==> src/irq_route_defs.svh <==
// register offsets, field positions, reset values and serial frame counts
// assumes inclusion by the design file and the bench only
`ifndef IRQ_ROUTE_DEFS_SVH
`define IRQ_ROUTE_DEFS_SVH

`define OFS_ROUTE            8'h00
`define OFS_MISC             8'h04
`define OFS_ISA_CFG          8'h08
`define OFS_LINK_EVENT       8'h0c
`define OFS_LINK_EVENT_CLEAR 8'h10
`define OFS_LINK_MASK        8'h14
`define OFS_FLASH_EVENT      8'h18
`define OFS_STATUS           8'h1c
`define OFS_ISA_STATUS       8'h20

`define ROUTE_LINK_SEL_LSB   0
`define ROUTE_FLASH_SEL_LSB  25
`define MISC_ISA_EN_BIT      0
`define MISC_SER_PCI_DIS_BIT 5
`define MISC_CINT_ISA_DIS_BIT 6
`define MISC_SER_EN_BIT      7
`define ISA_CARD_SEL_LSB     0
`define ISA_CSC_SEL_LSB      4
`define ISA_EDGE_LSB         16
`define FLASH_MASK_LSB       8

`define LINK_SEL_RESET       2'h0
`define FLASH_SEL_RESET      2'h1
`define SER_EN_RESET         1'h1
`define LINK_MASK_RESET      3'h0
`define FLASH_MASK_RESET     3'h0

`define SER_START_MIN        4'h4
`define SER_START_MAX        4'h8
`define SER_STOP_QUIET       4'h2
`define SER_STOP_CONT        4'h3
`define SER_FIRST_SAMPLE     7'h02
`define SER_FRAME_CLKS       7'h03
`define SER_FRAMES_ISA       5'h11
`define SER_FRAMES_ALL       5'h15
`define SER_LAST_CLOCK       7'h5f
`endif

==> src/irq_route_pkg.sv <==
// types shared by the interrupt routing and serial irq block
// assumes the defs header sits in the same folder
package irq_route_pkg;
	typedef enum logic [2:0] {
		SER_IDLE,
		SER_QSTART,
		SER_START_LOW,
		SER_FRAMES,
		SER_STOP_WAIT
	} ser_state_type;

	typedef enum logic [1:0] {
		PCI_LINE_A,
		PCI_LINE_B,
		PCI_LINE_C,
		PCI_LINE_D
	} pci_line_type;
endpackage : irq_route_pkg

==> src/interrupt_routing_serial_irq.sv <==
// interrupt routing to pci int lines, isa irq outputs and the serialized irq wire
// assumes an apb master on core_clk_i, sources synchronous, serial line clocked by core_clk_i
// Overview of operation
// [RULE_01] default: card bridge on INTA, link on INTB, flash card on INTC.
// [RULE_02] link select upper bit 0 gives INTB, 1 gives INTA; card stays INTA.
// [RULE_03] flash select: 00 none, 01 INTC, 10 INTB, 11 INTA.
// [RULE_04] isa enable routes both 16-bit and 32-bit card interrupts to IRQx.
// [RULE_05] isa-route disable sends 32-bit card function interrupt to PCI line.
// [RULE_06] card status change goes to the isa irq its configuration names.
// [RULE_07] link interrupts never reach the isa irq outputs.
// [RULE_08] link events are sticky flags; only masked-in flags interrupt.
// [RULE_09] writing ones to the event clear register clears those link flags.
// [RULE_10] flash card insertion, removal and error each raise an interrupt.
// [RULE_11] pci interrupt pins are only pulled low or released.
// [RULE_12] each isa irq output is rising-edge or level, by configuration.
// [RULE_13] serial enable (default on) claims shared pin, enables gpio and led.
// [RULE_14] a serial cycle is start frame, irq/data frames, stop frame.
// [RULE_15] pci frames follow iochck frame unless their disable bit is set.
// [RULE_16] quiet mode: pending request drives line low one clock, then floats.
// [RULE_17] continuous mode: wait for a host start pulse 4 to 8 clocks.
// [RULE_18] stop pulse 2 clocks selects quiet, 3 clocks selects continuous.
// [RULE_19] after reset the serial logic is in continuous mode.
// [RULE_20] frame k sampled 2+3k clocks after start; last clock 95.
// [RULE_21] host may idle in stop frame and delay the next start.
// [RULE_22] all serial frame timing counts core clock cycles.
// [RULE_23] drive low at sample when asserted, high at recovery, else float.
`timescale 1ns/10ps
`include "irq_route_defs.svh"

module interrupt_routing_serial_irq #(
	parameter int ISA_IRQ_COUNT = 16
) (
	input  wire logic                 core_clk_i,
	input  wire logic                 rst_n_i,
	input  wire logic                 psel_i,
	input  wire logic                 penable_i,
	input  wire logic                 pwrite_i,
	input  wire logic [7:0]           paddr_i,
	input  wire logic [31:0]          pwdata_i,
	output logic      [31:0]          prdata_o,
	output logic                      pready_o,
	output logic                      pslverr_o,
	input  wire logic                 card_func_int_i,
	input  wire logic                 card_is_32bit_i,
	input  wire logic                 card_csc_int_i,
	input  wire logic                 link_dma_event_i,
	input  wire logic                 link_layer_event_i,
	input  wire logic                 link_phy_event_i,
	input  wire logic                 flash_card_present_i,
	input  wire logic                 flash_error_i,
	input  wire logic [2:0]           pci_int_in_i,
	output logic      [2:0]           pci_int_out_o,
	output logic      [2:0]           pci_int_oe_o,
	output logic      [ISA_IRQ_COUNT-1:0] isa_irq_o,
	input  wire logic                 serial_irq_line_in_i,
	output logic                      serial_irq_line_out_o,
	output logic                      serial_irq_line_oe_o,
	output logic                      gpio_function_enable_o,
	output logic                      activity_led_enable_o
);
	import irq_route_pkg::*;

	if (ISA_IRQ_COUNT != 16) begin : g_bad_count
		$error("isa irq count must be 16 to match the serial frame map");
	end

	// reset release through two flops
	logic       rst_meta_reg;
	logic       rst_sync_reg;
	always_ff @(posedge core_clk_i or negedge rst_n_i) begin
		if (!rst_n_i) begin
			rst_meta_reg <= 1'b0;
			rst_sync_reg <= 1'b0;
		end else begin
			rst_meta_reg <= 1'b1;
			rst_sync_reg <= rst_meta_reg;
		end
	end
	wire rst_n = rst_sync_reg;

	// apb decode
	logic [1:0]  link_sel_reg;
	logic [1:0]  flash_sel_reg;
	logic        isa_route_enable_reg;
	logic        serial_pci_int_frames_disable_reg;
	logic        card_func_isa_route_disable_reg;
	logic        serial_irq_enable_reg;
	logic [3:0]  card_irq_sel_reg;
	logic [3:0]  csc_irq_sel_reg;
	logic [15:0] isa_edge_reg;
	logic [2:0]  link_event_reg;
	logic [2:0]  link_mask_reg;
	logic [2:0]  flash_event_reg;
	logic [2:0]  flash_mask_reg;
	logic        flash_present_reg;
	logic [31:0] prdata_reg;
	logic        cont_mode_reg;
	logic [2:0]  pci_assert_reg;
	logic [15:0] isa_irq_reg;
	ser_state_type ser_state_reg;

	wire setup_phase  = psel_i & ~penable_i;
	wire access_phase = psel_i & penable_i;
	wire hit_route    = paddr_i == `OFS_ROUTE;
	wire hit_misc     = paddr_i == `OFS_MISC;
	wire hit_isa_cfg  = paddr_i == `OFS_ISA_CFG;
	wire hit_lev      = paddr_i == `OFS_LINK_EVENT;
	wire hit_lclr     = paddr_i == `OFS_LINK_EVENT_CLEAR;
	wire hit_lmask    = paddr_i == `OFS_LINK_MASK;
	wire hit_flash    = paddr_i == `OFS_FLASH_EVENT;
	wire hit_status   = paddr_i == `OFS_STATUS;
	wire hit_isa_st   = paddr_i == `OFS_ISA_STATUS;
	wire hit_any      = hit_route | hit_misc | hit_isa_cfg | hit_lev | hit_lclr | hit_lmask
	                  | hit_flash | hit_status | hit_isa_st;
	wire wr_access    = access_phase & pwrite_i & hit_any;
	wire wr_route     = wr_access & hit_route;
	wire wr_misc      = wr_access & hit_misc;
	wire wr_isa_cfg   = wr_access & hit_isa_cfg;
	wire wr_lclr      = wr_access & hit_lclr;
	wire wr_lmask     = wr_access & hit_lmask;
	wire wr_flash     = wr_access & hit_flash;

	// zero wait states; unmapped addresses answer with an error
	assign pready_o  = 1'b1;
	assign pslverr_o = access_phase & ~hit_any;
	assign prdata_o  = prdata_reg;

	wire [31:0] rd_route  = {5'h00, flash_sel_reg, 23'h000000, link_sel_reg};
	wire [31:0] rd_misc   = {24'h000000, serial_irq_enable_reg, card_func_isa_route_disable_reg,
	                         serial_pci_int_frames_disable_reg, 4'h0, isa_route_enable_reg};
	wire [31:0] rd_isa    = {isa_edge_reg, 8'h00, csc_irq_sel_reg, card_irq_sel_reg};
	wire [31:0] rd_flash  = {21'h000000, flash_mask_reg, 5'h00, flash_event_reg};
	wire [31:0] rd_status = {20'h00000, ser_state_reg != SER_IDLE, 4'h0, ~pci_int_in_i,
	                         pci_assert_reg, cont_mode_reg};
	wire [31:0] rd_mux    = hit_route  ? rd_route :
	                        hit_misc   ? rd_misc :
	                        hit_isa_cfg ? rd_isa :
	                        hit_lev    ? {29'h00000000, link_event_reg} :
	                        hit_lmask  ? {29'h00000000, link_mask_reg} :
	                        hit_flash  ? rd_flash :
	                        hit_status ? rd_status :
	                        hit_isa_st ? {16'h0000, isa_irq_reg} : 32'h00000000;

	always_ff @(posedge core_clk_i or negedge rst_n) begin
		if (!rst_n) begin
			prdata_reg <= 32'h00000000;
		end else if (setup_phase & ~pwrite_i) begin
			prdata_reg <= rd_mux;
		end
	end

	// configuration registers
	always_ff @(posedge core_clk_i or negedge rst_n) begin
		if (!rst_n) begin
			link_sel_reg  <= `LINK_SEL_RESET; // RULE_01
			flash_sel_reg <= `FLASH_SEL_RESET; // RULE_01
		end else if (wr_route) begin
			link_sel_reg  <= pwdata_i[`ROUTE_LINK_SEL_LSB +: 2];
			flash_sel_reg <= pwdata_i[`ROUTE_FLASH_SEL_LSB +: 2];
		end
	end

	always_ff @(posedge core_clk_i or negedge rst_n) begin
		if (!rst_n) begin
			isa_route_enable_reg              <= 1'b0;
			serial_pci_int_frames_disable_reg <= 1'b0;
			card_func_isa_route_disable_reg   <= 1'b0;
			serial_irq_enable_reg             <= `SER_EN_RESET; // RULE_13
		end else if (wr_misc) begin
			isa_route_enable_reg              <= pwdata_i[`MISC_ISA_EN_BIT];
			serial_pci_int_frames_disable_reg <= pwdata_i[`MISC_SER_PCI_DIS_BIT];
			card_func_isa_route_disable_reg   <= pwdata_i[`MISC_CINT_ISA_DIS_BIT];
			serial_irq_enable_reg             <= pwdata_i[`MISC_SER_EN_BIT];
		end
	end

	always_ff @(posedge core_clk_i or negedge rst_n) begin
		if (!rst_n) begin
			card_irq_sel_reg <= 4'h0;
			csc_irq_sel_reg  <= 4'h0;
			isa_edge_reg     <= 16'h0000;
		end else if (wr_isa_cfg) begin
			card_irq_sel_reg <= pwdata_i[`ISA_CARD_SEL_LSB +: 4];
			csc_irq_sel_reg  <= pwdata_i[`ISA_CSC_SEL_LSB +: 4];
			isa_edge_reg     <= pwdata_i[`ISA_EDGE_LSB +: 16];
		end
	end

	// link event flags: a new event wins over a clear in the same cycle
	wire [2:0] link_set = {link_phy_event_i, link_layer_event_i, link_dma_event_i};
	wire [2:0] link_clr = wr_lclr ? pwdata_i[2:0] : 3'h0;
	always_ff @(posedge core_clk_i or negedge rst_n) begin
		if (!rst_n) begin
			link_event_reg <= 3'h0;
			link_mask_reg  <= `LINK_MASK_RESET;
		end else begin
			link_event_reg <= (link_event_reg & ~link_clr) | link_set; // RULE_08 RULE_09
			if (wr_lmask) begin
				link_mask_reg <= pwdata_i[2:0];
			end
		end
	end
	wire link_irq = |(link_event_reg & link_mask_reg); // RULE_08

	// flash card events: insert, remove, error; write one to clear
	wire       flash_insert = flash_card_present_i & ~flash_present_reg;
	wire       flash_remove = ~flash_card_present_i & flash_present_reg;
	wire [2:0] flash_set    = {flash_error_i, flash_remove, flash_insert};
	wire [2:0] flash_clr    = wr_flash ? pwdata_i[2:0] : 3'h0;
	always_ff @(posedge core_clk_i or negedge rst_n) begin
		if (!rst_n) begin
			flash_present_reg <= 1'b0;
			flash_event_reg   <= 3'h0;
			flash_mask_reg    <= `FLASH_MASK_RESET;
		end else begin
			flash_present_reg <= flash_card_present_i;
			flash_event_reg   <= (flash_event_reg & ~flash_clr) | flash_set; // RULE_10
			if (wr_flash) begin
				flash_mask_reg <= pwdata_i[`FLASH_MASK_LSB +: 3];
			end
		end
	end
	wire flash_irq = |(flash_event_reg & flash_mask_reg); // RULE_10

	// card bridge routing between isa and pci
	wire card_to_isa = isa_route_enable_reg & ~(card_is_32bit_i & card_func_isa_route_disable_reg); // RULE_04 RULE_05
	wire csc_to_isa  = isa_route_enable_reg & (csc_irq_sel_reg != 4'h0); // RULE_06
	wire card_pci    = (card_func_int_i & ~card_to_isa) | (card_csc_int_i & ~csc_to_isa);

	// link select uses only its upper bit; card bridge is fixed on line a
	wire [2:0] pci_assert_next;
	assign pci_assert_next[PCI_LINE_A] = card_pci | (link_irq & link_sel_reg[1]) // RULE_02
	                                   | (flash_irq & (flash_sel_reg == 2'h3)); // RULE_03
	assign pci_assert_next[PCI_LINE_B] = (link_irq & ~link_sel_reg[1]) // RULE_02
	                                   | (flash_irq & (flash_sel_reg == 2'h2)); // RULE_03
	assign pci_assert_next[PCI_LINE_C] = flash_irq & (flash_sel_reg == 2'h1); // RULE_03

	always_ff @(posedge core_clk_i or negedge rst_n) begin
		if (!rst_n) begin
			pci_assert_reg <= 3'h0;
		end else begin
			pci_assert_reg <= pci_assert_next;
		end
	end
	// open drain: the data is always low, only the enable moves
	assign pci_int_out_o = 3'h0; // RULE_11
	assign pci_int_oe_o  = pci_assert_reg; // RULE_11

	// isa irq outputs; only card sources feed them, never the link
	logic [15:0] isa_src_prev_reg;
	wire  [15:0] isa_src;
	for (genvar i = 0; i < ISA_IRQ_COUNT; i++) begin : g_isa
		assign isa_src[i] = (card_func_int_i & card_to_isa & (card_irq_sel_reg == 4'(i))) // RULE_04 RULE_07
		                  | (card_csc_int_i & csc_to_isa & (csc_irq_sel_reg == 4'(i))); // RULE_06
		always_ff @(posedge core_clk_i or negedge rst_n) begin
			if (!rst_n) begin
				isa_src_prev_reg[i] <= 1'b0;
				isa_irq_reg[i]      <= 1'b0;
			end else begin
				isa_src_prev_reg[i] <= isa_src[i];
				isa_irq_reg[i]      <= isa_edge_reg[i] ? (isa_src[i] & ~isa_src_prev_reg[i]) : isa_src[i]; // RULE_12
			end
		end
	end
	assign isa_irq_o = isa_irq_reg;

	// serial frame contents: 16 isa irqs, iochck, then pci a..d
	wire [20:0] frame_vec   = {1'b0, pci_assert_reg, 1'b0, isa_src};
	wire [4:0]  frame_total = serial_pci_int_frames_disable_reg ? `SER_FRAMES_ISA : `SER_FRAMES_ALL; // RULE_15
	wire [6:0]  frame_end   = 7'(`SER_FIRST_SAMPLE + `SER_FRAME_CLKS * 7'(frame_total));

	assign gpio_function_enable_o = serial_irq_enable_reg; // RULE_13
	assign activity_led_enable_o  = serial_irq_enable_reg; // RULE_13

	// serial irq engine; the line is sampled every core clock
	ser_state_type ser_state_next;
	logic [3:0]  low_cnt_reg;
	logic [3:0]  low_cnt_next;
	logic [6:0]  clk_cnt_reg;
	logic [6:0]  clk_cnt_next;
	logic        cont_mode_next;
	logic        ser_out_reg;
	logic        ser_out_next;
	logic        ser_oe_reg;
	logic        ser_oe_next;
	logic [20:0] sent_vec_reg;
	logic [20:0] sent_vec_next;
	logic [6:0]  slot_off;
	logic [6:0]  slot_frame;
	logic [6:0]  slot_phase;

	wire line_low    = ~serial_irq_line_in_i;
	wire low_cnt_inc = low_cnt_reg != 4'hf;
	wire pending     = frame_vec != sent_vec_reg; // quiet start only on a change, else it would loop

	always_comb begin
		ser_state_next = ser_state_reg;
		low_cnt_next   = low_cnt_reg;
		clk_cnt_next   = clk_cnt_reg;
		cont_mode_next = cont_mode_reg;
		sent_vec_next  = sent_vec_reg;
		ser_out_next   = 1'b1;
		ser_oe_next    = 1'b0;
		slot_off       = 7'h00;
		slot_frame     = 7'h00;
		slot_phase     = 7'h00;
		case (ser_state_reg)
		SER_IDLE: begin
			low_cnt_next = 4'h0;
			if (line_low) begin
				ser_state_next = SER_START_LOW; // RULE_14
				low_cnt_next   = 4'h1;
			end else if (!cont_mode_reg && pending) begin
				ser_state_next = SER_QSTART; // RULE_16
				ser_out_next   = 1'b0;
				ser_oe_next    = 1'b1;
			end
		end
		SER_QSTART: begin
			ser_state_next = SER_START_LOW; // RULE_16
			low_cnt_next   = 4'h1;
		end
		SER_START_LOW: begin
			if (line_low) begin
				low_cnt_next = low_cnt_reg + 4'(low_cnt_inc); // RULE_22
			end else if (cont_mode_reg ? (low_cnt_reg >= `SER_START_MIN && low_cnt_reg <= `SER_START_MAX)
			                           : (low_cnt_reg != 4'h0)) begin // RULE_17
				ser_state_next = SER_FRAMES;
				clk_cnt_next   = 7'h01;
				sent_vec_next  = frame_vec;
			end else begin
				ser_state_next = SER_IDLE;
			end
		end
		SER_FRAMES: begin
			clk_cnt_next = clk_cnt_reg + 7'h01; // RULE_22
			slot_off     = clk_cnt_next - `SER_FIRST_SAMPLE;
			slot_frame   = slot_off / `SER_FRAME_CLKS; // RULE_20
			slot_phase   = slot_off % `SER_FRAME_CLKS;
			if (clk_cnt_next >= frame_end || clk_cnt_next > `SER_LAST_CLOCK) begin
				ser_state_next = SER_STOP_WAIT; // RULE_14
				low_cnt_next   = 4'h0;
			end else if (clk_cnt_next >= `SER_FIRST_SAMPLE && frame_vec[5'(slot_frame)]) begin
				ser_oe_next  = slot_phase != 7'h02; // RULE_23
				ser_out_next = slot_phase != 7'h00; // RULE_23
			end
		end
		SER_STOP_WAIT: begin
			// idle states before the stop pulse are tolerated
			if (line_low) begin
				low_cnt_next = low_cnt_reg + 4'(low_cnt_inc); // RULE_21
			end else if (low_cnt_reg != 4'h0) begin
				ser_state_next = SER_IDLE; // RULE_21
				if (low_cnt_reg == `SER_STOP_QUIET) begin
					cont_mode_next = 1'b0; // RULE_18
				end else if (low_cnt_reg == `SER_STOP_CONT) begin
					cont_mode_next = 1'b1; // RULE_18
				end
			end
		end
		default: begin
			ser_state_next = SER_IDLE;
		end
		endcase
		if (!serial_irq_enable_reg) begin
			ser_state_next = SER_IDLE; // RULE_13
			ser_oe_next    = 1'b0;
			ser_out_next   = 1'b1;
		end
	end

	always_ff @(posedge core_clk_i or negedge rst_n) begin
		if (!rst_n) begin
			ser_state_reg <= SER_IDLE;
			low_cnt_reg   <= 4'h0;
			clk_cnt_reg   <= 7'h00;
			cont_mode_reg <= 1'b1; // RULE_19
			ser_out_reg   <= 1'b1;
			ser_oe_reg    <= 1'b0;
			sent_vec_reg  <= 21'h000000;
		end else begin
			ser_state_reg <= ser_state_next;
			low_cnt_reg   <= low_cnt_next;
			clk_cnt_reg   <= clk_cnt_next;
			cont_mode_reg <= cont_mode_next;
			ser_out_reg   <= ser_out_next;
			ser_oe_reg    <= ser_oe_next;
			sent_vec_reg  <= sent_vec_next;
		end
	end
	assign serial_irq_line_out_o = ser_out_reg;
	assign serial_irq_line_oe_o  = ser_oe_reg;

endmodule : interrupt_routing_serial_irq

==> config.mk <==
export PLATFORM = sky130hd
export DESIGN_NAME = interrupt_routing_serial_irq
export DESIGN_NICKNAME = d
export VERILOG_FILES = /design/src/irq_route_pkg.sv /design/src/interrupt_routing_serial_irq.sv
export VERILOG_INCLUDE_DIRS = /design/src
export SDC_FILE = /design/constraint.sdc
export NUM_CORES = 1
export LEC_CHECK = 0
export BUFFER_PORTS_ARGS = -buffer_cell sky130_fd_sc_hd__buf_4
export CAP_MARGIN = 20
export CORE_MARGIN = 10
export CORE_UTILIZATION = 30
export DETAILED_ROUTE_END_ITERATION = 8
export SETUP_SLACK_MARGIN = 0.4
export SLEW_MARGIN = 20
export SYNTH_ARGS = -nofsm -noshare
export SYNTH_HDL_FRONTEND = slang
export SYNTH_SLANG_ARGS = --single-unit
==> constraint.sdc <==
create_clock -name core_clk_i -period 6.8 [get_ports core_clk_i]
set_clock_uncertainty 0.2 [all_clocks]
set_input_delay 0.68 -clock core_clk_i [delete_from_list [all_inputs] [get_ports core_clk_i]]
set_output_delay 0.68 -clock core_clk_i [all_outputs]
set_load 0.02 [all_outputs]
# Word level (Yosys, flattened, before mapping)
# Cells that the tools add are included.
# totals
regBits	150
latch_bits	0
ram_bits	0
mem_bits_ro	0
output_inout_bits	60
word_cells	349
n_memories	0
# classes
addsub	4
multipliers	1
div	2
magnitude_cmp	6
eq_ne	59
shift	0
mux	60
n_bitwise	136
reduce_logical	24
# op_table
op	count
32-bit two-way mux	3
16-bit two-way mux	5
1-bit AND	74
4-bit == test (second input constant)	16
4-bit by 3-bit == test with 1-bit output (second input constant)	8
8-bit by 5-bit == test with 1-bit output (second input constant)	4
1-bit two-way mux	31
3-bit two-way mux	10
1-bit bitwise OR	28
1-bit inverter	25
4-bit by 2-bit == test with 1-bit output (second input constant)	6
19-bit inequality test	1
8-bit by 4-bit == test with 1-bit output (second input constant)	2
4-bit one-hot mux with 4 select lines	1
3-bit one-hot mux with 5 select lines	1
7-bit two-way mux	2
7-bit one-hot mux with 2 select lines	1
3-bit AND	4
3-bit inequality test (second input constant)	4
4-bit nonzero test	3
3-bit inverter	3
3-bit AND reduction	3
4-bit by 1-bit == test with 1-bit output (second input constant)	2
8-bit by 3-bit == test with 1-bit output (second input constant)	1
40 further kinds	54

# Depth between registers and ports, before layout
# Gate-level depths: netlist (run 1).
# depth
depth_word	15
mapped_depth	27
depth_no_buf	23

# Worst setup path after synthesis (run 1)
# OpenSTA, ideal clock, no wires.
# synth_timing
kind	reg2reg
from	register clk_cnt_reg[0]
to	register ser_out_reg (netlist: serial_irq_line_out_o)
setup_time_ns	0.077
arrival_time_ns	5.396
required_time_ns	6.523
setup_slack_ns	1.127
path_stages_with_launch	27
path_buffers	4
synth_period_minus_slack_ns	5.673
path_cell_list	dfrtp_1 > buf_2 > inv_2 > ha_1 > buf_6 > inv_2 > ha_1 > inv_1 > nor4_4 > o21a_2 > nor2_2 > a221oi_2 > o21ai_1 > o21ai_1 > o21ai_1 > a211o_1 > buf_6 > buf_2 > xnor2_1 > inv_1 > ha_1 > or2_2 > o21ai_4 > nand2_1 > a221oi_1 > a221oi_2 > o21a_1
# synth_via
elab_chain_len	10
word_cells_on_any_way	16
cone_classes	add/sub (2); div (2); order compare (3); mux (6); reduce/logical (3)
# synth_lines
element	line	text
start: declaration	interrupt_routing_serial_irq.sv:279	logic [6:0] clk_cnt_reg;
start signal: assignment	interrupt_routing_serial_irq.sv:384	clk_cnt_reg <= clk_cnt_next;
7-bit by 1-bit adder with 7-bit output *	interrupt_routing_serial_irq.sv:336	clk_cnt_next = clk_cnt_reg + 7'h01;
7-bit by 2-bit subtractor with 7-bit output (no line)	--	
7-bit by 2-bit divider with 7-bit output (no line)	--	
1-bit binary-select mux with 5-bit select	interrupt_routing_serial_irq.sv:343	end else if (clk_cnt_next >= `SER_FIRST_SAMPLE && frame_vec[5'(slot_frame)]) begin
1-bit two-way mux (implied by the code)	interrupt_routing_serial_irq.sv:343	
1-bit logical AND	interrupt_routing_serial_irq.sv:343	
1-bit two-way mux	interrupt_routing_serial_irq.sv:343	
1-bit two-way mux *	interrupt_routing_serial_irq.sv:340	if (clk_cnt_next >= frame_end || clk_cnt_next > `SER_LAST_CLOCK) begin
1-bit one-hot mux with 2 select lines *	interrupt_routing_serial_irq.sv:307	case (ser_state_reg)
1-bit two-way mux *	interrupt_routing_serial_irq.sv:365	if (!serial_irq_enable_reg) begin
net ser_out_next	interrupt_routing_serial_irq.sv:283	logic ser_out_next;
end signal: assignment	interrupt_routing_serial_irq.sv:386	ser_out_reg <= ser_out_next;
end: declaration	interrupt_routing_serial_irq.sv:282	logic ser_out_reg;
# The timed path passes the listed nets; every way through them passes the cells marked *. The select of a mux whose other input is x is not followed.
# A chain may end at the register's enable or synchronous reset.

# Worst setup path after layout (run 1)
# layout_timing
from	register clk_cnt_reg[1]
to	register ser_out_reg (netlist: serial_irq_line_out_o)
# The elaborated chain is that of the path after synthesis.

==> summary.txt, run 1 <==
======================================================================================
Worst path arrival time .................................................      6010 ps
Max FFs per register ....................................................           32
Most used cells in the layout excluding fill and tap cells .............. 143 x sky130_fd_sc_hd__dfrtp_1, 122 x sky130_fd_sc_hd__buf_4, 102 x sky130_fd_sc_hd__nand2_1
Detailed-route wire length per cell ..................................... 18.3 microns
Clock Sinks .............................................................          150
#FFs+latches synth ......................................................          150
CTS HTree Levels ........................................................            4
Post-detailed-route via-to-cell ratio ...................................         5.21
Worst IR Drop VDD .......................................................   0.000162 V
Fraction of met1 tracks used by global routing ..........................        0.176
Antenna Nets Post-Route .................................................            0
Total power per unit cell area ..........................................  200 mW/mm^2
Layout net count ........................................................          986
Fin. max-slew vios ......................................................            0
Fraction of synthesis flops using an asynchronous set or reset pin ......         1.00
Number of buffers inserted during clock tree synthesis ..................           17
Element type at the critical path start .................................    flip-flop
Area of the core region ................................................. 0.0268 sq mm
Die Footprint ........................................................... 0.0340 sq mm
Vias in the first global route ..........................................         6437
Met3 usage in global routing ............................................       0.0313
Min-Delay Path Depth ....................................................            0
Hold Crit Class ......................................................... flip-flop to flip-flop
Starting Density ........................................................        0.302
Netlist Area Pre-Place .................................................. 0.00810 sq mm
Worst hold endpoint .....................................................        rst_n
Met2 Resource Use GR ....................................................        0.216
Weighted congestion reported at the end of routability-driven placement .        0.925
Global route hottest layer ..............................................         met2
TritonCTS clock tree ....................................................         done
Total cell area at the placement stage .................................. 0.00922 sq mm
Drt first-iter violations ...............................................          570
Category of the critical setup timing path .............................. flip-flop to flip-flop
Detail Placement HPWL ................................................... 17300 microns
EDFF count, synth .......................................................            0
Final critical path time including I/O delays and setup .................      5860 ps
Total iterations of the first detailed-routing run ......................            7
Critical path peak fanout ...............................................           10
Post-synthesis area per instance ........................................   10.0 sq um
Wire length of the first global-routing pass ............................ 36600 microns
Root Buffer ............................................................. sky130_fd_sc_hd__clkbuf_16
Number of max-capacitance violations reported ...........................            0
Main flop type after synthesis .......................................... sky130_fd_sc_hd__dfrtp_1
Final Hold Fails ........................................................            0
Worst Hold Margin .......................................................       164 ps
Min-delay src ........................................................... rst_meta_reg
Transition at the pin with the smallest max-transition slack ............      1030 ps
Count of input and output buffers .......................................          107
Final core utilization ..................................................        0.368
Area of all sequential standard cells ................................... 0.00376 sq mm
Later-pin clock latency in the skew report ..............................       410 ps
Netlist cell types ......................................................           81
Chip width ..............................................................  184 microns
Most area-hungry cell type in the Yosys netlist ......................... sky130_fd_sc_hd__dfrtp_1
Setup-violating endpoint count in the final report ......................            0
Most frequent standard cell in the layout excluding fill and tap cells .. sky130_fd_sc_hd__dfrtp_1
LEAKAGE .................................................................      4.52 nW
Maximum achievable frequency ............................................      171 MHz
Internal reg-to-reg setup slack .........................................       940 ps
Sequential cell area fraction in the yosys report .......................        0.464
Result of the run ....................................................... finished clean
Buffer depth of the longest clock path ..................................            2
Gr ovfl total ...........................................................            0
Fraction of final layout cells with drive strength greater than 1 .......        0.270
DRC violations left .....................................................            0
Reg-to-Reg End .......................................................... serial_irq_line_out_o
Row count ...............................................................           60
Final Instance Count excl. Fillers ......................................         1267
Setup TNS ...............................................................         0 ps
Number of filler instances in the final layout ..........................         2669
Portion of synthesized cell area occupied by the leading cell type ......        0.451
Worst max-slew margin expressed relative to the limit ...................        0.310
Setup repair after global routing missed its margin .....................           no
Total length of routed wires ............................................ 23200 microns
Number of vias after detailed routing ...................................         6601
Total routing usage reported by global routing ..........................        0.136
Final clock period utilization by the worst path ........................        0.862
Footprint of the multi-input gates ...................................... 0.00406 sq mm
Data required time of the critical path .................................      6940 ps
Number of synthesis warnings ............................................            0
Post-Synthesis Cells ....................................................          808
Maximum number of pins on one net before global-route repair ............           58
Number of placed I/O pins ...............................................          117
# diodes ................................................................            0
Post-route cell area .................................................... 0.00986 sq mm
Antenna violations before repair ........................................            0
Area growth from synthesis to final layout ..............................        21.7%
Height of the chip ......................................................  184 microns
Leading cell types by total area after synthesis ........................ sky130_fd_sc_hd__dfrtp_1 45%, sky130_fd_sc_hd__mux2_2 7.2%, sky130_fd_sc_hd__nand2_1 4.8%
Kind of end point of the critical path ..................................    flip-flop
FF-to-FF Start .......................................................... clk_cnt_reg[1]
Clock slew at reported path FFs .........................................        70 ps
Cell total after placement ..............................................         1229
Cell depth of the worst flop-to-flop path ...............................           21
======================================================================================
[cell type report]
| cell class | count | share of cell area |
|---|---|---|
| inverters | 26 | 0.00990 |
| flip-flops and latches | 150 | 0.382 |
| clock inverters | 13 | 0.0133 |
| multi-input cells | 595 | 0.412 |
| well taps | 341 | 0.0433 |
| clock buffers | 19 | 0.0459 |
| repair buffers | 123 | 0.0939 |
[through the flow]
step	setup WS, ps	total power, mW
final	937	1.97
after global routing	513	2.04
after CTS	552	1.99
after detailed placement	563	1.05
after global placement	661	1.05
after floorplan	1130	0.998
[synth_stat cells (all sizes together) (6+ instances only)]
library cell and number:
xnor2 21, a22oi 10, or2 6, xor2 13
nor2b 8, nand4 11, mux2i 8, nor3 10
inv 26, a22o 7, a21oi 34, nand2b 13
o22ai 14, nor2 55, a21o 8, ha 16
buf 16, o21ai 67, nand3 12, dfrtp 146
mux2 53, or3 8, nor4 10, clkbuf 24
o31ai 6, nand2 104, a21boi 12
[cells by family after synthesis]
| kind of cell | Yosys count | share of synthesized area |
|---|---|---|
| compound gates | 220 | 0.189 |
| xor+xnor | 36 | 0.0466 |
| fa+ha+maj | 16 | 0.0247 |
| buf+inv | 66 | 0.0386 |
| flops | 150 | 0.464 |
| mux | 61 | 0.0840 |
| other cells | 2 | 0.000927 |
| simple gates | 257 | 0.153 |
[worst max-delay path: stages (launching register included)]
cell                       delay, ps
sky130_fd_sc_hd__dfrtp_2         470
sky130_fd_sc_hd__ha_1            340
sky130_fd_sc_hd__xor2_2          290
sky130_fd_sc_hd__inv_1           110
sky130_fd_sc_hd__ha_1            260
sky130_fd_sc_hd__inv_1           200
sky130_fd_sc_hd__xnor3_2         480
sky130_fd_sc_hd__xnor3_1         370
sky130_fd_sc_hd__o221ai_1        240
sky130_fd_sc_hd__nand2_1         260
sky130_fd_sc_hd__nand2b_1        190
sky130_fd_sc_hd__nand4_1         140
sky130_fd_sc_hd__a211o_1         280
sky130_fd_sc_hd__xnor2_1         190
sky130_fd_sc_hd__inv_1            70
sky130_fd_sc_hd__ha_1            250
sky130_fd_sc_hd__or2_2           370
sky130_fd_sc_hd__o21ai_4         270
sky130_fd_sc_hd__nand2_1         130
sky130_fd_sc_hd__a221oi_1        340
sky130_fd_sc_hd__a221oi_2        130
sky130_fd_sc_hd__o21a_1          210
[repair_timing]
item                       4_1_cts  5_1_grt
setup endpoints to repair        0        2
resized for setup                0        4
buffers inserted                 0        5
hold buffers                     1        0
hold endpoints to repair         2        0
[metal layers]
layer	part of all wire	vias to the layer above
li1	-	3135
met1	0.44	3198
met2	0.46	235
met3	0.071	33
met4	0.025	0
met5	0	-
[worst max path at each step]
| stage | start | end | slack, ps |
|---|---|---|---|
| 2_1_floorplan | clk_cnt_reg[0] | serial_irq_line_out_o | 1130 |
| 3_3_place_gp | clk_cnt_reg[0] | serial_irq_line_out_o | 660 |
| 3_5_place_dp | clk_cnt_reg[0] | serial_irq_line_out_o | 560 |
| 4_1_cts | clk_cnt_reg[0] | serial_irq_line_out_o | 550 |
| 5_1_grt | clk_cnt_reg[0] | serial_irq_line_out_o | 510 |
| 6_report | clk_cnt_reg[1] | serial_irq_line_out_o | 940 |
[where the power goes]
group	internal [mW]	total (mW)	switching [mW]	leakage (nW)
logic	0.0538	0.129	0.0753	2.25
clock network	0.535	0.935	0.400	0.285
registers	0.896	0.905	0.00947	1.99
total	1.48	1.97	0.485	4.52
Power figures use the tool's default switching activity.
==> inputs of run 2 (changes only) <==
--- a/config.mk
+++ b/config.mk
@@ -8,9 +8,12 @@
 export LEC_CHECK = 0
 export BUFFER_PORTS_ARGS = -buffer_cell sky130_fd_sc_hd__buf_4
 export CAP_MARGIN = 20
+export CELL_PAD_IN_SITES_DETAIL_PLACEMENT = 2
+export CELL_PAD_IN_SITES_GLOBAL_PLACEMENT = 2
 export CORE_MARGIN = 10
 export CORE_UTILIZATION = 30
 export DETAILED_ROUTE_END_ITERATION = 8
+export PLACE_DENSITY_LB_ADDON = 0.1
 export SETUP_SLACK_MARGIN = 0.4
 export SLEW_MARGIN = 20
 export SYNTH_ARGS = -nofsm -noshare
==> run 2 against run 1 <==
  * First-iteration DRC count shrank 38%
  * Register-to-register slack lost 40 ps
  * Worst hold slack lost 120 ps
  * Setup slack lost 38 ps
  * Sequential share of layout area is essentially flat
  * Largest cell class unchanged
  * Largest power group unchanged
  * Highest routed layer unchanged
==> summary.txt, run 2 (synthesis results as in run 1) <==
======================================================================================
Result of the run ....................................................... finished clean   unchanged
Cell depth of the worst flop-to-flop path ...............................           22   was 21
Vias in the first global route ..........................................         7717   was 6437
Logic depth of the worst setup path including buffers ...................           22   was 21
Wire length of the first global-routing pass ............................ 44500 microns   was 36600 microns
Area of the core region ................................................. 0.0268 sq mm   unchanged
DRC violations left .....................................................            0   unchanged
Buffer depth of the longest clock path ..................................            2   unchanged
Root Buffer ............................................................. sky130_fd_sc_hd__clkbuf_16   unchanged
Hold Crit Class ......................................................... flip-flop to async pin   was flip-flop to flip-flop
Max FFs per register ....................................................           32   unchanged
Setup repair after global routing missed its margin .....................           no   unchanged
Row count ...............................................................           60   unchanged
Later-pin clock latency in the skew report ..............................       430 ps   was 410 ps
Total setup buffers inserted after CTS ..................................            0   unchanged
Total power per unit cell area ..........................................  207 mW/mm^2   was 200 mW/mm^2
Most used cells in the layout excluding fill and tap cells .............. 143 x sky130_fd_sc_hd__dfrtp_1, 115 x sky130_fd_sc_hd__buf_4, 102 x sky130_fd_sc_hd__nand2_1   was 143 x sky130_fd_sc_hd__dfrtp_1, 122 x sky130_fd_sc_hd__buf_4, 102 x sky130_fd_sc_hd__nand2_1
Area growth from synthesis to final layout ..............................        21.8%   was 21.7%
Critical-path top delay cell ............................................ sky130_fd_sc_hd__dfrtp_4   was sky130_fd_sc_hd__xnor3_2
Fin. max-slew vios ......................................................            0   unchanged
Clock slew at reported path FFs .........................................        70 ps   about the same
Maximum achievable frequency ............................................      169 MHz   was 171 MHz
Drt first-iter violations ...............................................          353   was 570
Chip width ..............................................................  184 microns   unchanged
Worst path setup slack after routing ....................................       898 ps   was 937 ps
Final critical path time including I/O delays and setup .................      5900 ps   was 5860 ps
Dpl ws ..................................................................       364 ps   was 563 ps
Count of input and output buffers .......................................          107   unchanged
Total iterations of the first detailed-routing run ......................            4   was 7
Worst path arrival time .................................................      6060 ps   was 6010 ps
CTS HTree Levels ........................................................            4   unchanged
Setup-violating endpoint count in the final report ......................            0   unchanged
Clock Sinks .............................................................          150   unchanged
# diodes ................................................................            0   unchanged
Weighted congestion reported at the end of routability-driven placement .        0.851   was 0.925
Total routing usage reported by global routing ..........................        0.168   was 0.136
Height of the chip ......................................................  184 microns   unchanged
Critical path peak fanout ...............................................           17   was 10
Die Footprint ........................................................... 0.0340 sq mm   unchanged
Transition at the pin with the smallest max-transition slack ............      1090 ps   was 1030 ps
Antenna violations before repair ........................................            0   unchanged
Category of the critical setup timing path .............................. flip-flop to flip-flop   unchanged
Total length of routed wires ............................................ 28200 microns   was 23200 microns
Number of vias after detailed routing ...................................         6674   was 6601
Most Frequent Cell on Critical Path ..................................... sky130_fd_sc_hd__inv_1
Gr ovfl total ...........................................................            0   unchanged
Number of filler instances in the final layout ..........................         2900   was 2669
Antenna Nets Post-Route .................................................            0   unchanged
Kind of end point of the critical path ..................................    flip-flop   unchanged
Data required time of the critical path .................................      6960 ps   was 6940 ps
Number of buffers inserted during clock tree synthesis ..................           17   unchanged
Worst Hold Margin .......................................................      44.6 ps   was 164 ps
Number of placed I/O pins ...............................................          117   unchanged
Fraction of final layout cells with drive strength greater than 1 .......        0.268   was 0.270
Worst IR Drop VDD .......................................................   0.000152 V   was 0.000162 V
Largest delay share family, worst path .................................. compound AO/OA/AOI/OAI gates   unchanged
Post-detailed-route via-to-cell ratio ...................................         5.30   was 5.21
Critical path's largest stage delay .....................................       540 ps   was 480 ps
LEAKAGE .................................................................      4.52 nW   about the same
Number of max-capacitance violations reported ...........................            0   unchanged
Final Hold Fails ........................................................            0   unchanged
Detail Placement HPWL ................................................... 21200 microns   was 17300 microns
Starting Density ........................................................        0.302   unchanged
Detailed-route wire length per cell ..................................... 22.4 microns   was 18.3 microns
Final clock period utilization by the worst path ........................        0.868   was 0.862
List of cells traversed by the critical path ............................ ha_2 > xor2_2 > inv_1 > ha_1 > inv_1 > xnor3_2 > nor3_1 > o31ai_1 > a221oi_2 > o21a_2 > nand2_1 > o2bb2ai_1 > a211o_1 > xnor2_1 > inv_1 > ha_1 > or2_2 > o21ai_4 > nand2_1 > a221oi_1 > a221oi_2 > o21a_1   was ha_1 > xor2_2 > inv_1 > ha_1 > inv_1 > xnor3_2 > xnor3_1 > o221ai_1 > nand2_1 > nand2b_1 > nand4_1 > a211o_1 > xnor2_1 > inv_1 > ha_1 > or2_2 > o21ai_4 > nand2_1 > a221oi_1 > a221oi_2 > o21a_1
Layout net count ........................................................          979   was 986
Most frequent standard cell in the layout excluding fill and tap cells .. sky130_fd_sc_hd__dfrtp_1   unchanged
Maximum number of pins on one net before global-route repair ............           68   was 58
TritonCTS clock tree ....................................................         done   unchanged
Worst max-slew margin expressed relative to the limit ...................        0.271   was 0.310
Combined buffer and inverter count along the critical path ..............            3   unchanged
Setup TNS ...............................................................         0 ps   unchanged
Element type at the critical path start .................................    flip-flop   unchanged
======================================================================================
-- run 2: cell types whose count changed in the layout (fill, tap and decap cells not counted), moves of 2 or more --
cell / previous run / this run
sky130_fd_sc_hd__buf_4: 122 / 115
sky130_fd_sc_hd__clkinv_8: 0 / 4
sky130_fd_sc_hd__inv_6: 8 / 5
sky130_fd_sc_hd__clkbuf_8: 2 / 0
-- run 2: repair_timing --
item	CTS	global route
endpoints found under the setup margin	2	2
hold endpoints to repair	2	0
pin swaps	0	1
hold buffers	1	0
resized for setup	1	6
-- run 2: through the flow --
step,util,instances,cell area [sq um],power (mW)
global placement,0.344,1227,9210,1.05
finish,0.368,1260,9870,2.05
CTS,0.368,1260,9850,2.08
detailed placement,0.344,1227,9210,1.06
global route,0.368,1260,9870,2.13
floorplan,-,811,8110,0.998
-- run 2: area by class of cell --
cell class                 instances  area, sq um  share of cell area
clock buffer                      17          425              0.0431
clock inverter                    15          206              0.0209
inverter                          26         97.6             0.00989
multi-input combinational        595         4080               0.413
sequential                       150         3770               0.382
tap                              341          427              0.0432
timing repair buffer             116          873              0.0885
-- run 2: layer usage --
| metal | global-route usage | part of all wire | vias up | routed length [microns] |
|---|---|---|---|---|
| met5 | 0 | 0 | - | 0 |
| met4 | 0.0357 | 0.0093 | 0 | 263 |
| met3 | 0.0323 | 0.040 | 18 | 1120 |
| met2 | 0.314 | 0.54 | 101 | 15100 |
| met1 | 0.192 | 0.42 | 3448 | 11700 |
| li1 | - | - | 3107 | - |
-- run 2: where the power goes --
group / switching, mW / internal [mW]
registers: 0.00663 / 0.895
clock network: 0.444 / 0.564
logic: 0.0843 / 0.0546
total: 0.535 / 1.51
-- run 2: path summary, 6_finish.rpt --
| kind | slack (ps) | end | startpoint |
|---|---|---|---|
| max | 900 | serial_irq_line_out_o | clk_cnt_reg[0] |
| min | 40 | sent_vec_reg[19] | rst_n |
| max reg2reg | 900 | serial_irq_line_out_o | clk_cnt_reg[0] |
| min reg2reg | 40 | sent_vec_reg[19] | rst_n |
| max in group asynchronous | 5080 | clk_cnt_reg[0] | rst_n |
| min in group core_clk_i | 150 | rst_n | rst_meta_reg |
==> inputs of run 3 (changes only) <==
--- a/config.mk
+++ b/config.mk
@@ -6,7 +6,7 @@
 export SDC_FILE = /design/constraint.sdc
 export NUM_CORES = 1
 export LEC_CHECK = 0
-export BUFFER_PORTS_ARGS = -buffer_cell sky130_fd_sc_hd__buf_4
+export BUFFER_PORTS_ARGS = -buffer_cell sky130_fd_sc_hd__buf_2
 export CAP_MARGIN = 20
 export CELL_PAD_IN_SITES_DETAIL_PLACEMENT = 2
 export CELL_PAD_IN_SITES_GLOBAL_PLACEMENT = 2
==> run 3 against run 2 <==
  * Non-clock buffer count rose by 1
  * Critical path depth is the same
  * Utilization fell by 0.92 points
  * Clock-buffer cell count unchanged
  * Combinational power decreased by 12%
  * Final cell count is essentially flat
  * Critical path type unchanged
  * Largest power group unchanged
==> summary.txt, run 3 (synthesis results as in run 1) <==
======================================================================================
Total setup buffers inserted after CTS ..................................            0   unchanged
Footprint of the multi-input gates ...................................... 0.00408 sq mm   about the same
Total power per unit cell area ..........................................  213 mW/mm^2   was 207 mW/mm^2
Critical path's largest stage delay .....................................       470 ps   was 540 ps
Root Buffer ............................................................. sky130_fd_sc_hd__clkbuf_16   unchanged
Number of placed I/O pins ...............................................          117   unchanged
Number of max-capacitance violations reported ...........................            0   unchanged
Worst max-slew margin expressed relative to the limit ...................        0.327   was 0.271
Clock slew at reported path FFs .........................................        70 ps   about the same
Transition at the pin with the smallest max-transition slack ............      1010 ps   was 1090 ps
CTS HTree Levels ........................................................            4   unchanged
Fraction of final layout cells with drive strength greater than 1 .......        0.270   was 0.268
Area of all sequential standard cells ................................... 0.00376 sq mm   was 0.00377 sq mm
Setup-violating endpoint count in the final report ......................            0   unchanged
Most frequent standard cell in the layout excluding fill and tap cells .. sky130_fd_sc_hd__dfrtp_1   unchanged
LEAKAGE .................................................................      4.50 nW   was 4.52 nW
Setup TNS ...............................................................         0 ps   unchanged
Kind of end point of the critical path ..................................    flip-flop   unchanged
Category of the critical setup timing path .............................. flip-flop to flip-flop   unchanged
Final critical path time including I/O delays and setup .................      5900 ps   about the same
Antenna violations before repair ........................................            0   unchanged
Gr ovfl total ...........................................................            0   unchanged
Row count ...............................................................           60   unchanged
Most used cells in the layout excluding fill and tap cells .............. 143 x sky130_fd_sc_hd__dfrtp_1, 107 x sky130_fd_sc_hd__buf_2, 101 x sky130_fd_sc_hd__nand2_1   was 143 x sky130_fd_sc_hd__dfrtp_1, 115 x sky130_fd_sc_hd__buf_4, 102 x sky130_fd_sc_hd__nand2_1
Most Frequent Cell on Critical Path ..................................... sky130_fd_sc_hd__inv_1   unchanged
Maximum achievable frequency ............................................      170 MHz   was 169 MHz
Max FFs per register ....................................................           32   unchanged
Worst IR Drop VDD .......................................................   0.000147 V   was 0.000152 V
Total iterations of the first detailed-routing run ......................            6   was 4
Drt first-iter violations ...............................................          377   was 353
Hold Crit Class ......................................................... flip-flop to flip-flop   was flip-flop to async pin
Chip width ..............................................................  184 microns   unchanged
Area of the core region ................................................. 0.0268 sq mm   unchanged
Buffer depth of the longest clock path ..................................            2   unchanged
DRC violations left .....................................................            0   unchanged
Total cell area at the placement stage .................................. 0.00894 sq mm   was 0.00921 sq mm
Detailed-route wire length per cell ..................................... 21.8 microns   was 22.4 microns
# diodes ................................................................            0   unchanged
Critical path peak fanout ...............................................           10   was 17
Maximum number of pins on one net before global-route repair ............           77   was 68
Wire length of the first global-routing pass ............................ 44000 microns   was 44500 microns
Number of buffers inserted during clock tree synthesis ..................           17   unchanged
Setup repair after global routing missed its margin .....................           no   unchanged
Element type at the critical path start .................................    flip-flop   unchanged
Total length of routed wires ............................................ 27500 microns   was 28200 microns
Number of filler instances in the final layout ..........................         2930   was 2900
Antenna Nets Post-Route .................................................            0   unchanged
List of cells traversed by the critical path ............................ ha_2 > xor2_2 > inv_1 > ha_1 > inv_1 > xnor3_2 > nor3_1 > o31ai_1 > a221oi_2 > o21a_2 > nand2_1 > o2bb2ai_1 > a211o_1 > xnor2_1 > inv_1 > ha_1 > or2_2 > o21ai_4 > nand2_1 > a221oi_1 > a221oi_2 > o21a_1   unchanged
Critical-path top delay cell ............................................ sky130_fd_sc_hd__dfrtp_2   was sky130_fd_sc_hd__dfrtp_4
Count of input and output buffers .......................................          107   unchanged
Weighted congestion reported at the end of routability-driven placement .        0.876   was 0.851
Data required time of the critical path .................................      6960 ps   about the same
Worst path arrival time .................................................      6060 ps   about the same
Layout net count ........................................................          980   was 979
Detail Placement HPWL ................................................... 21000 microns   was 21200 microns
TritonCTS clock tree ....................................................         done   unchanged
Starting Density ........................................................        0.302   unchanged
Clock Sinks .............................................................          150   unchanged
Total routing usage reported by global routing ..........................        0.166   was 0.168
Height of the chip ......................................................  184 microns   unchanged
Die Footprint ........................................................... 0.0340 sq mm   unchanged
Fin. max-slew vios ......................................................            0   unchanged
Post-route cell area .................................................... 0.00963 sq mm   was 0.00987 sq mm
Area growth from synthesis to final layout ..............................        18.8%   was 21.8%
Post-detailed-route via-to-cell ratio ...................................         5.27   was 5.30
Final clock period utilization by the worst path ........................        0.867   was 0.868
Later-pin clock latency in the skew report ..............................       440 ps   was 430 ps
PnR Total Power .........................................................      2.05 mW   about the same
Number of vias after detailed routing ...................................         6649   was 6674
Result of the run ....................................................... finished clean   unchanged
Vias in the first global route ..........................................         7656   was 7717
Final Hold Fails ........................................................            0   unchanged
======================================================================================
[run 3: cell types whose count changed in the layout (fill, tap and decap cells not counted), moves of 2 or more]
cell and delta:
sky130_fd_sc_hd__buf_2 +107, sky130_fd_sc_hd__clkinv_8 -4, sky130_fd_sc_hd__inv_8 +2, sky130_fd_sc_hd__buf_4 -107
[run 3: area by class of cell]
cell class	instances	area share
clock buffer	17	0.0442
inverter	26	0.0101
timing repair buffer	117	0.0650
sequential	150	0.391
multi-input combinational	595	0.424
clock inverter	15	0.0212
tap	341	0.0443
[run 3: worst paths after layout]
check,from,end,slack (ps),cells past startpoint
min in group asynchronous,rst_n,isa_edge_reg[4],300,0
min,rst_meta_reg,rst_n,150,0
min reg2reg,rst_meta_reg,rst_n,150,0
max in group asynchronous,rst_n,cont_mode_reg,4710,2
max reg2reg,clk_cnt_reg[1],serial_irq_line_out_o,900,22
max,clk_cnt_reg[1],serial_irq_line_out_o,900,22
[run 3: layer usage]
metal / vias to the layer above / global-route usage / part of all wire
met2: 86 / 0.308 / 0.53
met5: - / 0 / 0
met4: 0 / 0.0423 / 0.012
met1: 3436 / 0.190 / 0.42
li1: 3110 / - / -
met3: 17 / 0.0323 / 0.035
[run 3: critical path, delay by kind of cell, from the launching register on]
kind / cells / cell delay [ps]
simple gates: 4 / 840
fa+ha+maj: 3 / 830
flops: 1 / 470
compound gates: 9 / 2230
buf+inv: 3 / 380
xor+xnor: 3 / 870
[run 3: power breakdown]
part           switching [mW]  leakage [nW]  internal, mW
logic                  0.0780          2.20        0.0452
clock network           0.427         0.308         0.595
registers              0.0116          1.99         0.895
total                   0.516          4.50          1.54
[run 3: through the flow]
step	hold slack (ps)	std cells	utilization	setup WS [ps]
after floorplan	131	811	-	1130
after global placement	133	1227	0.334	853
after detailed placement	138	1227	0.334	521
after CTS	154	1260	0.357	477
after global routing	161	1261	0.359	480
final	153	1261	0.359	903
[run 3: repair_timing]
| item | CTS | global route |
|---|---|---|
| hold buffers | 1 | 0 |
| hold endpoints to repair | 2 | 0 |
| endpoints found under the setup margin | 0 | 2 |
| gates resized for setup | 0 | 6 |
